$ cat src/msrb_pkg.sv
// package for the multi-slot receive buffer: layout, flags, timing
// assumes a 125 MHz system clock and byte-wide frame input from a decoder
package msrb_pkg;
   localparam int          SUB_BYTES      = 32;   // bytes per sub-buffer
   localparam int          MAX_FRAMES     = 8;    // responses per cycle
   localparam int          MAX_PAYLOAD    = 28;   // payload byte limit
   localparam int          STATUS_POS     = 28;   // first status byte
   localparam int          BUF_BYTES      = 256;  // whole receive buffer
   localparam logic [7:0]  MAX_LEN_BYTE   = 8'h1C; // 28 as a length byte
   // status word field positions
   localparam int          ST_COUNT_LSB   = 0;    // byte count, 5 bits
   localparam int          ST_COMB_BIT    = 8;    // combined error
   localparam int          ST_INTEG_BIT   = 9;    // integrity error
   localparam int          ST_FRAME_BIT   = 10;   // framing/protocol error
   localparam int          ST_COLL_BIT    = 11;   // collision error
   localparam int          ST_LEN_BIT     = 12;   // length error
   // re-arm gap: at least 2 carrier cycles, up to 2 us
   localparam real         CARRIER_MHZ    = 13.56;
   localparam real         CLK_MHZ        = 125.0;
   localparam real         REARM_MIN_CYC  = 2.0;  // carrier cycles
   localparam int          REARM_CLKS     =
      $rtoi((REARM_MIN_CYC * CLK_MHZ / CARRIER_MHZ) + 0.999);
   localparam logic [4:0]  REARM_W        = 5'(REARM_CLKS);
   typedef enum logic { MSRB_212K, MSRB_424K } msrb_rate_t;
endpackage

$ cat src/msrb_top.sv
// multi-slot receive buffer: stores up to eight slot responses per cycle
// assumes a Manchester decoder on this clock hands over bytes with
// start/end strobes, checksum and collision results at frame end
`timescale 1ns/100ps
module msrb_top (
   // clock and reset
   input  wire logic                 clk_sys_in,
   input  wire logic                 reset_n_in,
   // control
   input  wire logic                 multi_frame_receive_in,
   input  wire logic                 transceive_in,
   input  wire logic                 start_cycle_in,
   input  wire logic                 idle_cmd_in,
   input  wire msrb_pkg::msrb_rate_t rate_in,
   // decoded frame stream
   input  wire logic                 frame_start_in,
   input  wire logic                 byte_valid_in,
   input  wire logic [7:0]           byte_data_in,
   input  wire logic                 frame_end_in,
   input  wire logic                 crc_ok_in,
   input  wire logic                 collision_in,
   // host buffer read port
   input  wire logic [7:0]           rd_addr_in,
   output logic      [7:0]           rd_data_out,
   // status
   output logic                      rx_enable_out,
   output logic                      rx_event_out,
   output logic      [3:0]           frames_received_out,
   output logic                      await_send_state_out,
   output logic                      receiving_out,
   output msrb_pkg::msrb_rate_t      rate_out
);

   typedef enum logic [2:0] {
      MSRB_IDLE, MSRB_ARMED, MSRB_RECV, MSRB_STATUS, MSRB_GAP, MSRB_AWAIT
   } msrb_state_t;

   // state registers and their next values
   msrb_state_t state, next_state;
   logic [3:0]  frames, next_frames;     // 0..8 frames stored
   logic [4:0]  count, next_count;       // bytes stored in this frame
   logic [7:0]  len_byte, next_len_byte; // announced length
   logic        oversize, next_oversize; // length byte above limit
   logic [1:0]  st_idx, next_st_idx;     // status byte being written
   logic [4:0]  gap, next_gap;           // re-arm gap counter
   logic        event_q, next_event_q;   // one-cycle receive event
   logic [15:0] status, next_status;     // status word being written
   msrb_pkg::msrb_rate_t rate, next_rate; // latched bit rate

   // buffer storage and its write port
   logic [7:0]  mem [msrb_pkg::BUF_BYTES];
   logic        wr_en;
   logic [7:0]  wr_addr;
   logic [7:0]  wr_data;
   logic [7:0]  rd_q;

   // base of the current sub-buffer
   logic [7:0]  base;
   // frames[3] is only set once the last sub-buffer has been closed
   assign base = {frames[2:0], 5'h00};

   // next-state logic of the capture sequencer
   always_comb begin
      next_state    = state;
      next_frames   = frames;
      next_count    = count;
      next_len_byte = len_byte;
      next_oversize = oversize;
      next_st_idx   = st_idx;
      next_gap      = gap;
      next_event_q  = 1'b0;
      next_status   = status;
      next_rate     = rate;
      wr_en         = 1'b0;
      wr_addr       = 8'h00;
      wr_data       = 8'h00;
      // idle command wins over every state, mid-frame too; a cut frame
      // leaves its sub-buffer without a status word
      if (idle_cmd_in) begin
         next_state = MSRB_IDLE;
      end else begin
         case (state)
            MSRB_IDLE, MSRB_AWAIT: begin
               // needs both enable and the transceive sequencer
               if (start_cycle_in && multi_frame_receive_in
                   && transceive_in) begin
                  next_frames = 4'h0;
                  next_rate   = rate_in;
                  next_state  = MSRB_ARMED;
               end
            end
            MSRB_ARMED: begin
               if (!multi_frame_receive_in || !transceive_in) begin
                  next_state = MSRB_IDLE;
               end else if (frame_start_in) begin
                  next_count    = 5'h00;
                  next_len_byte = 8'h00;
                  next_oversize = 1'b0;
                  next_state    = MSRB_RECV;
               end
            end
            MSRB_RECV: begin
               if (byte_valid_in) begin
                  // first byte is the length byte; once a frame is oversize
                  // its later bytes must not be taken for a new length
                  if (count == 5'h00 && !oversize) begin
                     next_len_byte = byte_data_in;
                     next_oversize = byte_data_in > msrb_pkg::MAX_LEN_BYTE;
                  end
                  // oversize frames store nothing; cap at 28 bytes
                  if (!(count == 5'h00 &&
                        byte_data_in > msrb_pkg::MAX_LEN_BYTE) && !oversize
                      && count < 5'(msrb_pkg::MAX_PAYLOAD)) begin
                     wr_en      = 1'b1;
                     wr_addr    = base + {3'h0, count};
                     wr_data    = byte_data_in;
                     next_count = count + 5'h01;
                  end
               end
               if (frame_end_in) begin
                  next_status = '0;
                  next_status[msrb_pkg::ST_COUNT_LSB +: 5] = count;
                  next_status[msrb_pkg::ST_INTEG_BIT] =
                     !crc_ok_in && !oversize;
                  next_status[msrb_pkg::ST_FRAME_BIT] =
                     !oversize && ({3'h0, count} < len_byte);
                  next_status[msrb_pkg::ST_COLL_BIT] = collision_in;
                  next_status[msrb_pkg::ST_LEN_BIT] = oversize ||
                     ({3'h0, count} < len_byte);
                  next_status[msrb_pkg::ST_COMB_BIT] =
                     next_status[msrb_pkg::ST_INTEG_BIT] ||
                     next_status[msrb_pkg::ST_FRAME_BIT] ||
                     collision_in;
                  next_st_idx = 2'h0;
                  next_state  = MSRB_STATUS;
               end
            end
            MSRB_STATUS: begin
               // four status bytes, upper two always zero
               wr_en   = 1'b1;
               wr_addr = base + 8'(msrb_pkg::STATUS_POS) + {6'h00, st_idx};
               wr_data = (st_idx == 2'h0) ? status[7:0] :
                         (st_idx == 2'h1) ? status[15:8] : 8'h00;
               next_st_idx = st_idx + 2'h1;
               if (st_idx == 2'h3) begin
                  next_frames  = frames + 4'h1;
                  next_event_q = 1'b1;
                  next_gap     = 5'h00;
                  if (frames == 4'(msrb_pkg::MAX_FRAMES - 1)) begin
                     next_state = MSRB_AWAIT;
                  end else begin
                     next_state = MSRB_GAP;
                  end
               end
            end
            MSRB_GAP: begin
               // receiver stays off for the minimum carrier gap
               // minimum only: a slower re-arm stays within the bound
               next_gap = gap + 5'h01;
               if (gap >= msrb_pkg::REARM_W - 5'h01) begin
                  next_state = MSRB_ARMED;
               end
            end
            default: next_state = MSRB_IDLE;
         endcase
      end
   end

   // sequencer registers
   always_ff @(posedge clk_sys_in or negedge reset_n_in) begin
      if (!reset_n_in) begin
         state    <= MSRB_IDLE;
         frames   <= 4'h0;
         count    <= 5'h00;
         len_byte <= 8'h00;
         oversize <= 1'b0;
         st_idx   <= 2'h0;
         gap      <= 5'h00;
         event_q  <= 1'b0;
         status   <= 16'h0000;
         rate     <= msrb_pkg::MSRB_212K;
      end else begin
         state    <= next_state;
         frames   <= next_frames;
         count    <= next_count;
         len_byte <= next_len_byte;
         oversize <= next_oversize;
         st_idx   <= next_st_idx;
         gap      <= next_gap;
         event_q  <= next_event_q;
         status   <= next_status;
         rate     <= next_rate;
      end
   end

   // buffer memory has no reset; unwritten bytes stay undefined
   always_ff @(posedge clk_sys_in) begin
      if (wr_en) begin
         mem[wr_addr] <= wr_data;
      end
      rd_q <= mem[rd_addr_in];
   end

   // status outputs, all decoded from registered state
   assign rd_data_out          = rd_q;
   assign rx_enable_out        = (state == MSRB_ARMED) || (state == MSRB_RECV);
   assign rx_event_out         = event_q;
   assign frames_received_out  = frames;
   assign await_send_state_out = (state == MSRB_AWAIT);
   assign receiving_out        = (state != MSRB_IDLE)
                                 && (state != MSRB_AWAIT);
   assign rate_out             = rate;

   // checks
   a_frame_cap: assert property (@(posedge clk_sys_in) disable iff
      (!reset_n_in) frames <= 4'h8)
      else $error("frame count above eight");
   a_event_count: assert property (@(posedge clk_sys_in) disable iff
      (!reset_n_in) event_q |-> frames == $past(frames) + 4'h1)
      else $error("event without frame count step");
   a_eighth_await: assert property (@(posedge clk_sys_in) disable iff
      (!reset_n_in) (event_q && frames == 4'h8 && !$past(idle_cmd_in))
      |-> state == MSRB_AWAIT)
      else $error("no await after eighth frame");
   a_idle_stops: assert property (@(posedge clk_sys_in) disable iff
      (!reset_n_in) idle_cmd_in |=> state == MSRB_IDLE)
      else $error("idle did not stop reception");
   a_start_clear: assert property (@(posedge clk_sys_in) disable iff
      (!reset_n_in) (state == MSRB_IDLE && start_cycle_in && !idle_cmd_in
      && multi_frame_receive_in && transceive_in) |=> frames == 4'h0)
      else $error("frame count not cleared");
   a_no_enable: assert property (@(posedge clk_sys_in) disable iff
      (!reset_n_in) (state == MSRB_IDLE && !multi_frame_receive_in)
      |=> state == MSRB_IDLE)
      else $error("started without enable");
   a_payload_cap: assert property (@(posedge clk_sys_in) disable iff
      (!reset_n_in) (wr_en && state == MSRB_RECV)
      |-> wr_addr[4:0] < 5'h1C)
      else $error("payload beyond 28 bytes");
   a_rearm_gap: assert property (@(posedge clk_sys_in) disable iff
      (!reset_n_in) (state == MSRB_STATUS && next_state == MSRB_GAP)
      |=> !rx_enable_out [*2])
      else $error("receiver re-armed too soon");
   a_comb_or: assert property (@(posedge clk_sys_in) disable iff
      (!reset_n_in) state == MSRB_STATUS |-> status[8] ==
      (status[9] || status[10] || status[11]))
      else $error("combined error mismatch");
   // per-case status checks look one cycle after the frame end edge,
   // where the registered status word has just been formed; an idle
   // command in that cycle keeps the old word, so it is excluded
   // an oversize length byte locks out every payload write of the frame
   a_oversize_nostore: assert property (
      @(posedge clk_sys_in) disable iff (!reset_n_in)
      (state == MSRB_RECV && oversize) |-> !wr_en)
      else $error("payload stored for oversize frame");
   // the byte counter never runs past the payload limit
   a_count_cap: assert property (
      @(posedge clk_sys_in) disable iff (!reset_n_in)
      count <= 5'h1C)
      else $error("byte count beyond payload limit");
   // oversize length byte must leave the length flag
   a_len_oversize: assert property (
      @(posedge clk_sys_in) disable iff (!reset_n_in)
      (state == MSRB_RECV && frame_end_in && !idle_cmd_in && oversize)
      |=> status[msrb_pkg::ST_LEN_BIT])
      else $error("length error missing on oversize frame");
   // fewer bytes than announced: framing and length flags
   a_short_flags: assert property (
      @(posedge clk_sys_in) disable iff (!reset_n_in)
      (state == MSRB_RECV && frame_end_in && !idle_cmd_in && !oversize
      && {3'h0, count} < len_byte)
      |=> status[msrb_pkg::ST_FRAME_BIT] && status[msrb_pkg::ST_LEN_BIT])
      else $error("short frame not flagged");
   // clean frame of the announced length: no error bit at all
   a_good_clean: assert property (
      @(posedge clk_sys_in) disable iff (!reset_n_in)
      (state == MSRB_RECV && frame_end_in && !idle_cmd_in && !oversize
      && crc_ok_in && !collision_in && {3'h0, count} == len_byte)
      |=> status[12:8] == 5'h00)
      else $error("error bit set on clean frame");
   // checksum failure: integrity and combined flags both set
   a_integ_flags: assert property (
      @(posedge clk_sys_in) disable iff (!reset_n_in)
      (state == MSRB_RECV && frame_end_in && !idle_cmd_in && !oversize
      && !crc_ok_in)
      |=> status[msrb_pkg::ST_INTEG_BIT] && status[msrb_pkg::ST_COMB_BIT])
      else $error("checksum failure not flagged");
   // bytes 30 and 31 of the sub-buffer carry nothing
   a_reserved_zero: assert property (
      @(posedge clk_sys_in) disable iff (!reset_n_in)
      (state == MSRB_STATUS && st_idx[1]) |-> wr_data == 8'h00)
      else $error("reserved status byte not zero");
   // status bytes land in the last word of the current sub-buffer
   a_status_place: assert property (
      @(posedge clk_sys_in) disable iff (!reset_n_in)
      state == MSRB_STATUS |-> wr_en && wr_addr[4:2] == 3'h7
      && wr_addr[7:5] == frames[2:0])
      else $error("status byte outside the last word");
   // end of the gap re-arms the receiver on the next edge
   a_rearm_rise: assert property (
      @(posedge clk_sys_in) disable iff (!reset_n_in)
      (state == MSRB_GAP && gap == msrb_pkg::REARM_W - 5'h01
      && !idle_cmd_in) |=> rx_enable_out)
      else $error("receiver not re-armed after gap");
   // bit rate is latched at cycle start and held throughout
   a_rate_hold: assert property (
      @(posedge clk_sys_in) disable iff (!reset_n_in)
      state == MSRB_RECV |=> rate == $past(rate))
      else $error("bit rate changed inside a cycle");
   // the receive event stands for exactly one cycle per stored frame
   a_event_pulse: assert property (
      @(posedge clk_sys_in) disable iff (!reset_n_in)
      event_q |=> !event_q)
      else $error("receive event longer than one cycle");
   c_eight: cover property (@(posedge clk_sys_in) state == MSRB_AWAIT);
   c_oversize: cover property (@(posedge clk_sys_in)
      state == MSRB_STATUS && oversize);
   c_rearm: cover property (@(posedge clk_sys_in)
      state == MSRB_GAP ##1 state == MSRB_ARMED);
   c_short: cover property (@(posedge clk_sys_in)
      state == MSRB_STATUS && status[msrb_pkg::ST_FRAME_BIT]);
   c_idle_stop: cover property (@(posedge clk_sys_in)
      state == MSRB_GAP && idle_cmd_in);
endmodule // msrb_top

$ cat config.mk
export PLATFORM = sky130hd
export DESIGN_NAME = msrb_top
export DESIGN_NICKNAME = d
export VERILOG_FILES = /design/src/msrb_pkg.sv /design/src/msrb_top.sv
export SDC_FILE = /design/constraint.sdc
export NUM_CORES = 2
export LEC_CHECK = 0
export BUFFER_PORTS_ARGS = -buffer_cell sky130_fd_sc_hd__buf_2
export CORE_UTILIZATION = 48
export DETAILED_ROUTE_END_ITERATION = 8
export GPL_ROUTABILITY_DRIVEN = 0
export SYNTH_ARGS = -nofsm -noshare
export SYNTH_HDL_FRONTEND = slang
export SYNTH_SLANG_ARGS = --single-unit
$ cat constraint.sdc
create_clock -name clk_sys_in -period 13.7 [get_ports clk_sys_in]
set_clock_uncertainty 0.05 [all_clocks]
set_input_delay 2.74 -clock clk_sys_in [delete_from_list [all_inputs] [get_ports clk_sys_in]]
set_output_delay 2.74 -clock clk_sys_in [all_outputs]
set_load 0.05 [all_outputs]
==> out/metrics.yaml <==
core_region_area_um2: 168000
vias_per_cell: 6.22
outcome: "completed"
start_util: 0.485
drive_gt1_frac: 0.198
final_max_slew_viol_count: 0
leakagePower_nw: 25.6
grt_pass1_wl_um: 290000
grt_use_total: 0.237
fin_crit_ns: 6.65
syn_to_final_growth_pct: 11.3
cts_buffers: 207
dr.pass1.iters: 6
cts.clk_slew.worst_paths_ns: 0.06
multi_input_area_um2: 17700
clock-root-buffer: "clkbuf_16"
critPathKind: "in2reg"
routed_wl_um: 200000
grt-ovfl-total: 0
synth_warnings: 0
drc: 0
antenna_found_initial: 10
htreeDepth: 4
yosys_register_bits: 2096
io_pins: 45
met2_usage: 0.369
finalWorstSetupSlack_ns: 7.05
cellPowerDensity_nw_per_um2: 141
first_iter_violations: 4152
clock_path_buffers: 3
num-fill-cells: 13000
post_cts_resized: 0
cts_setup_buffers: 0
placed_area_um2: 84200
yosysUniqueCellTypes: 65
cts_tree: "built"
fmax_ghz: 0.150
synthDominantCellAreaShare: 0.755
finalHoldViolCount: 0
cp-end-kind: "register"
syn_nets: 4106
cp_max_fo: 98
async_flop_share: 0.0191
finalCritPeriodShare: 0.485
ant_nets: 0
setup_violations: 0
ctsHoldBuffers: 0
met3_usage: 0.0385
final_area_um2: 90600
ys.flop_type: "edfxtp_1"
busiest_layer: "met2"
grt_pass1_vias: 40800
peakVddDrop_mv: 0.135
vias: 40700
grtUsageMet1: 0.346
critPathArrivalTime_ns: 7.08
core.rowCount: 150
fin_tns_setup_ns: 0
wl_per_cell_um: 30.6
worst_pin_slew_ns: 1.31
dp_slack_ns: 6.19
cts.sinks: 2096
die_area_um2: 171000
die_h_um: 414
register_area_um2: 62700
finalPower_mw: 12.8
maxCapViolCount: 0
synth_area_um2: 81400
required_ns: 14.13
grt_setup_unrepaired: "no"
min_path_type: "reg2reg"
clkLatencyLatePin_ns: 0.83
numPortBuffers: 44
nets: 4190
synthCells: 4066
yosysTopAreaCell: "edfxtp_1"
die_w_um: 414
synth-seq-area-share: 0.770
dpl.hpwl_um: 117000
avgSynthCellArea_um2: 20.0
ys_top_cells_by_area: "edfxtp_1 (76%), mux4_2 (11%), mux2i_1 (2.2%)"
synth_edf_count: 2048
grt_max_degree: 217
startpoint_type: "input pin"
max_slew_margin: 0.121
## per-stage QoR
step	util	std cells	hold WS [ns]
2_1_floorplan	-	4066	0.399
4_1_cts	0.540	6531	0.438
6_report	0.540	6534	0.434
3_5_place_dp	0.502	6145	0.419
3_3_place_gp	0.502	6145	0.413
5_1_grt	0.540	6532	0.470
## cell families after synthesis
group / synth area share
flops: 0.770
xor+xnor: 0.000430
buf+inv: 0.0141
mux: 0.139
fa+ha+maj: 0.00184
compound gates: 0.0450
simple gates: 0.0304
## synth_stat cells (3+ instances only)
cell	instances
a31oi_1	12
o32ai_1	9
nand2b_1	8
mux2i_1	176
nand3_1	26
nand2_1	79
buf_1	30
a211oi_1	19
o211ai_1	9
nor2_1	315
a221oi_1	43
ha_1	12
nand4_1	8
dfrtp_1	40
a22o_1	52
buf_4	12
buf_2	82
xor2_1	3
dfxtp_1	8
clkbuf_1	126
or3_1	4
nor3b_1	4
edfxtp_1	2048
mux4_2	413
a21oi_1	93
o22ai_1	44
nor2b_1	11
nand4b_1	3
a221o_1	6
mux2_2	19
a22oi_1	91
o21ai_0	65
o2111ai_1	3
nor3_1	51
and3_1	9
and2_1	8
o31ai_1	3
inv_1	16
nor4_1	22
a311oi_1	7
a21o_1	9
o221ai_1	41
## cell usage in the layout (no fill, tap or decap), types with 7 or more instances in the layout
cell type,count
o221ai_1,41
nand4_1,8
o211ai_1,9
mux2i_1,176
a221oi_1,43
mux2_2,19
nor4_1,21
nand2b_1,7
clkbuf_16,211
nand2_1,78
o32ai_1,9
dfxtp_1,8
a21o_1,9
a22o_1,52
a311oi_1,7
clkinv_1,63
bufinv_16,12
inv_1,16
buf_4,74
nor2_4,12
nor2_1,303
dfrtp_1,40
a31oi_1,12
and3_1,9
clkbuf_1,52
a211oi_1,19
ha_1,12
buf_12,8
clkinv_2,30
nor2b_1,9
a21oi_1,93
o22ai_1,44
edfxtp_1,2048
mux4_2,413
buf_2,41
nand3_1,26
inv_6,8
nor3_1,51
o21ai_0,65
a22oi_1,91
## flip-flops by register name (all words and copies together), names as in the netlist, 2 cells and up
name,count
mem,2048
status,10
len_byte,8
st_idx,2
state,3
frames_received_out,4
gap,5
count,5
rd_data_out,8
## power breakdown
| part | total [mW] | switching, mW | internal [mW] |
|---|---|---|---|
| sequential | 6.96 | 0.0173 | 6.94 |
| clock | 5.43 | 2.37 | 3.06 |
| combinational | 0.424 | 0.282 | 0.142 |
## layout make-up
type	count	share of cell area
Clock inverter	121	0.0104
Tap cell	2204	0.0304
Timing Repair Buffer	125	0.0105
Clock buffer	265	0.0607
Sequential cell	2096	0.692
Antenna cell	3	0.0000829
Multi-Input combinational cell	1703	0.196
Inverter	17	0.000704
## metal layers
metal	vias to the layer above	part of all wire
met5	-	0.00023
met3	292	0.074
met1	21600	0.43
li1	17100	-
met2	1627	0.48
met4	8	0.025
## final timing paths
path / startpoint / to / slack, ns / cells past startpoint
worst max-delay path: byte_data_in[7] / mem[109][5] / 7.05 / 7
max in group asynchronous: reset_n_in / len_byte[2] / 11.00 / 1
min in group asynchronous: reset_n_in / rx_event_out / 1.99 / 1
worst min-delay path: len_byte[1] / len_byte[1] / 0.43 / 2
worst min register to register: len_byte[1] / len_byte[1] / 0.43 / 2
worst max register to register: count[1] / mem[109][5] / 8.34 / 8
## worst max-delay path, stage by stage
cell and delay (ns):
buf_2 0.11, nor3_1 0.29, a21oi_2 0.14, nor4_1 0.92
and2_4 0.74, buf_4 0.95, buf_4 0.94
Power figures use the tool's default switching activity.
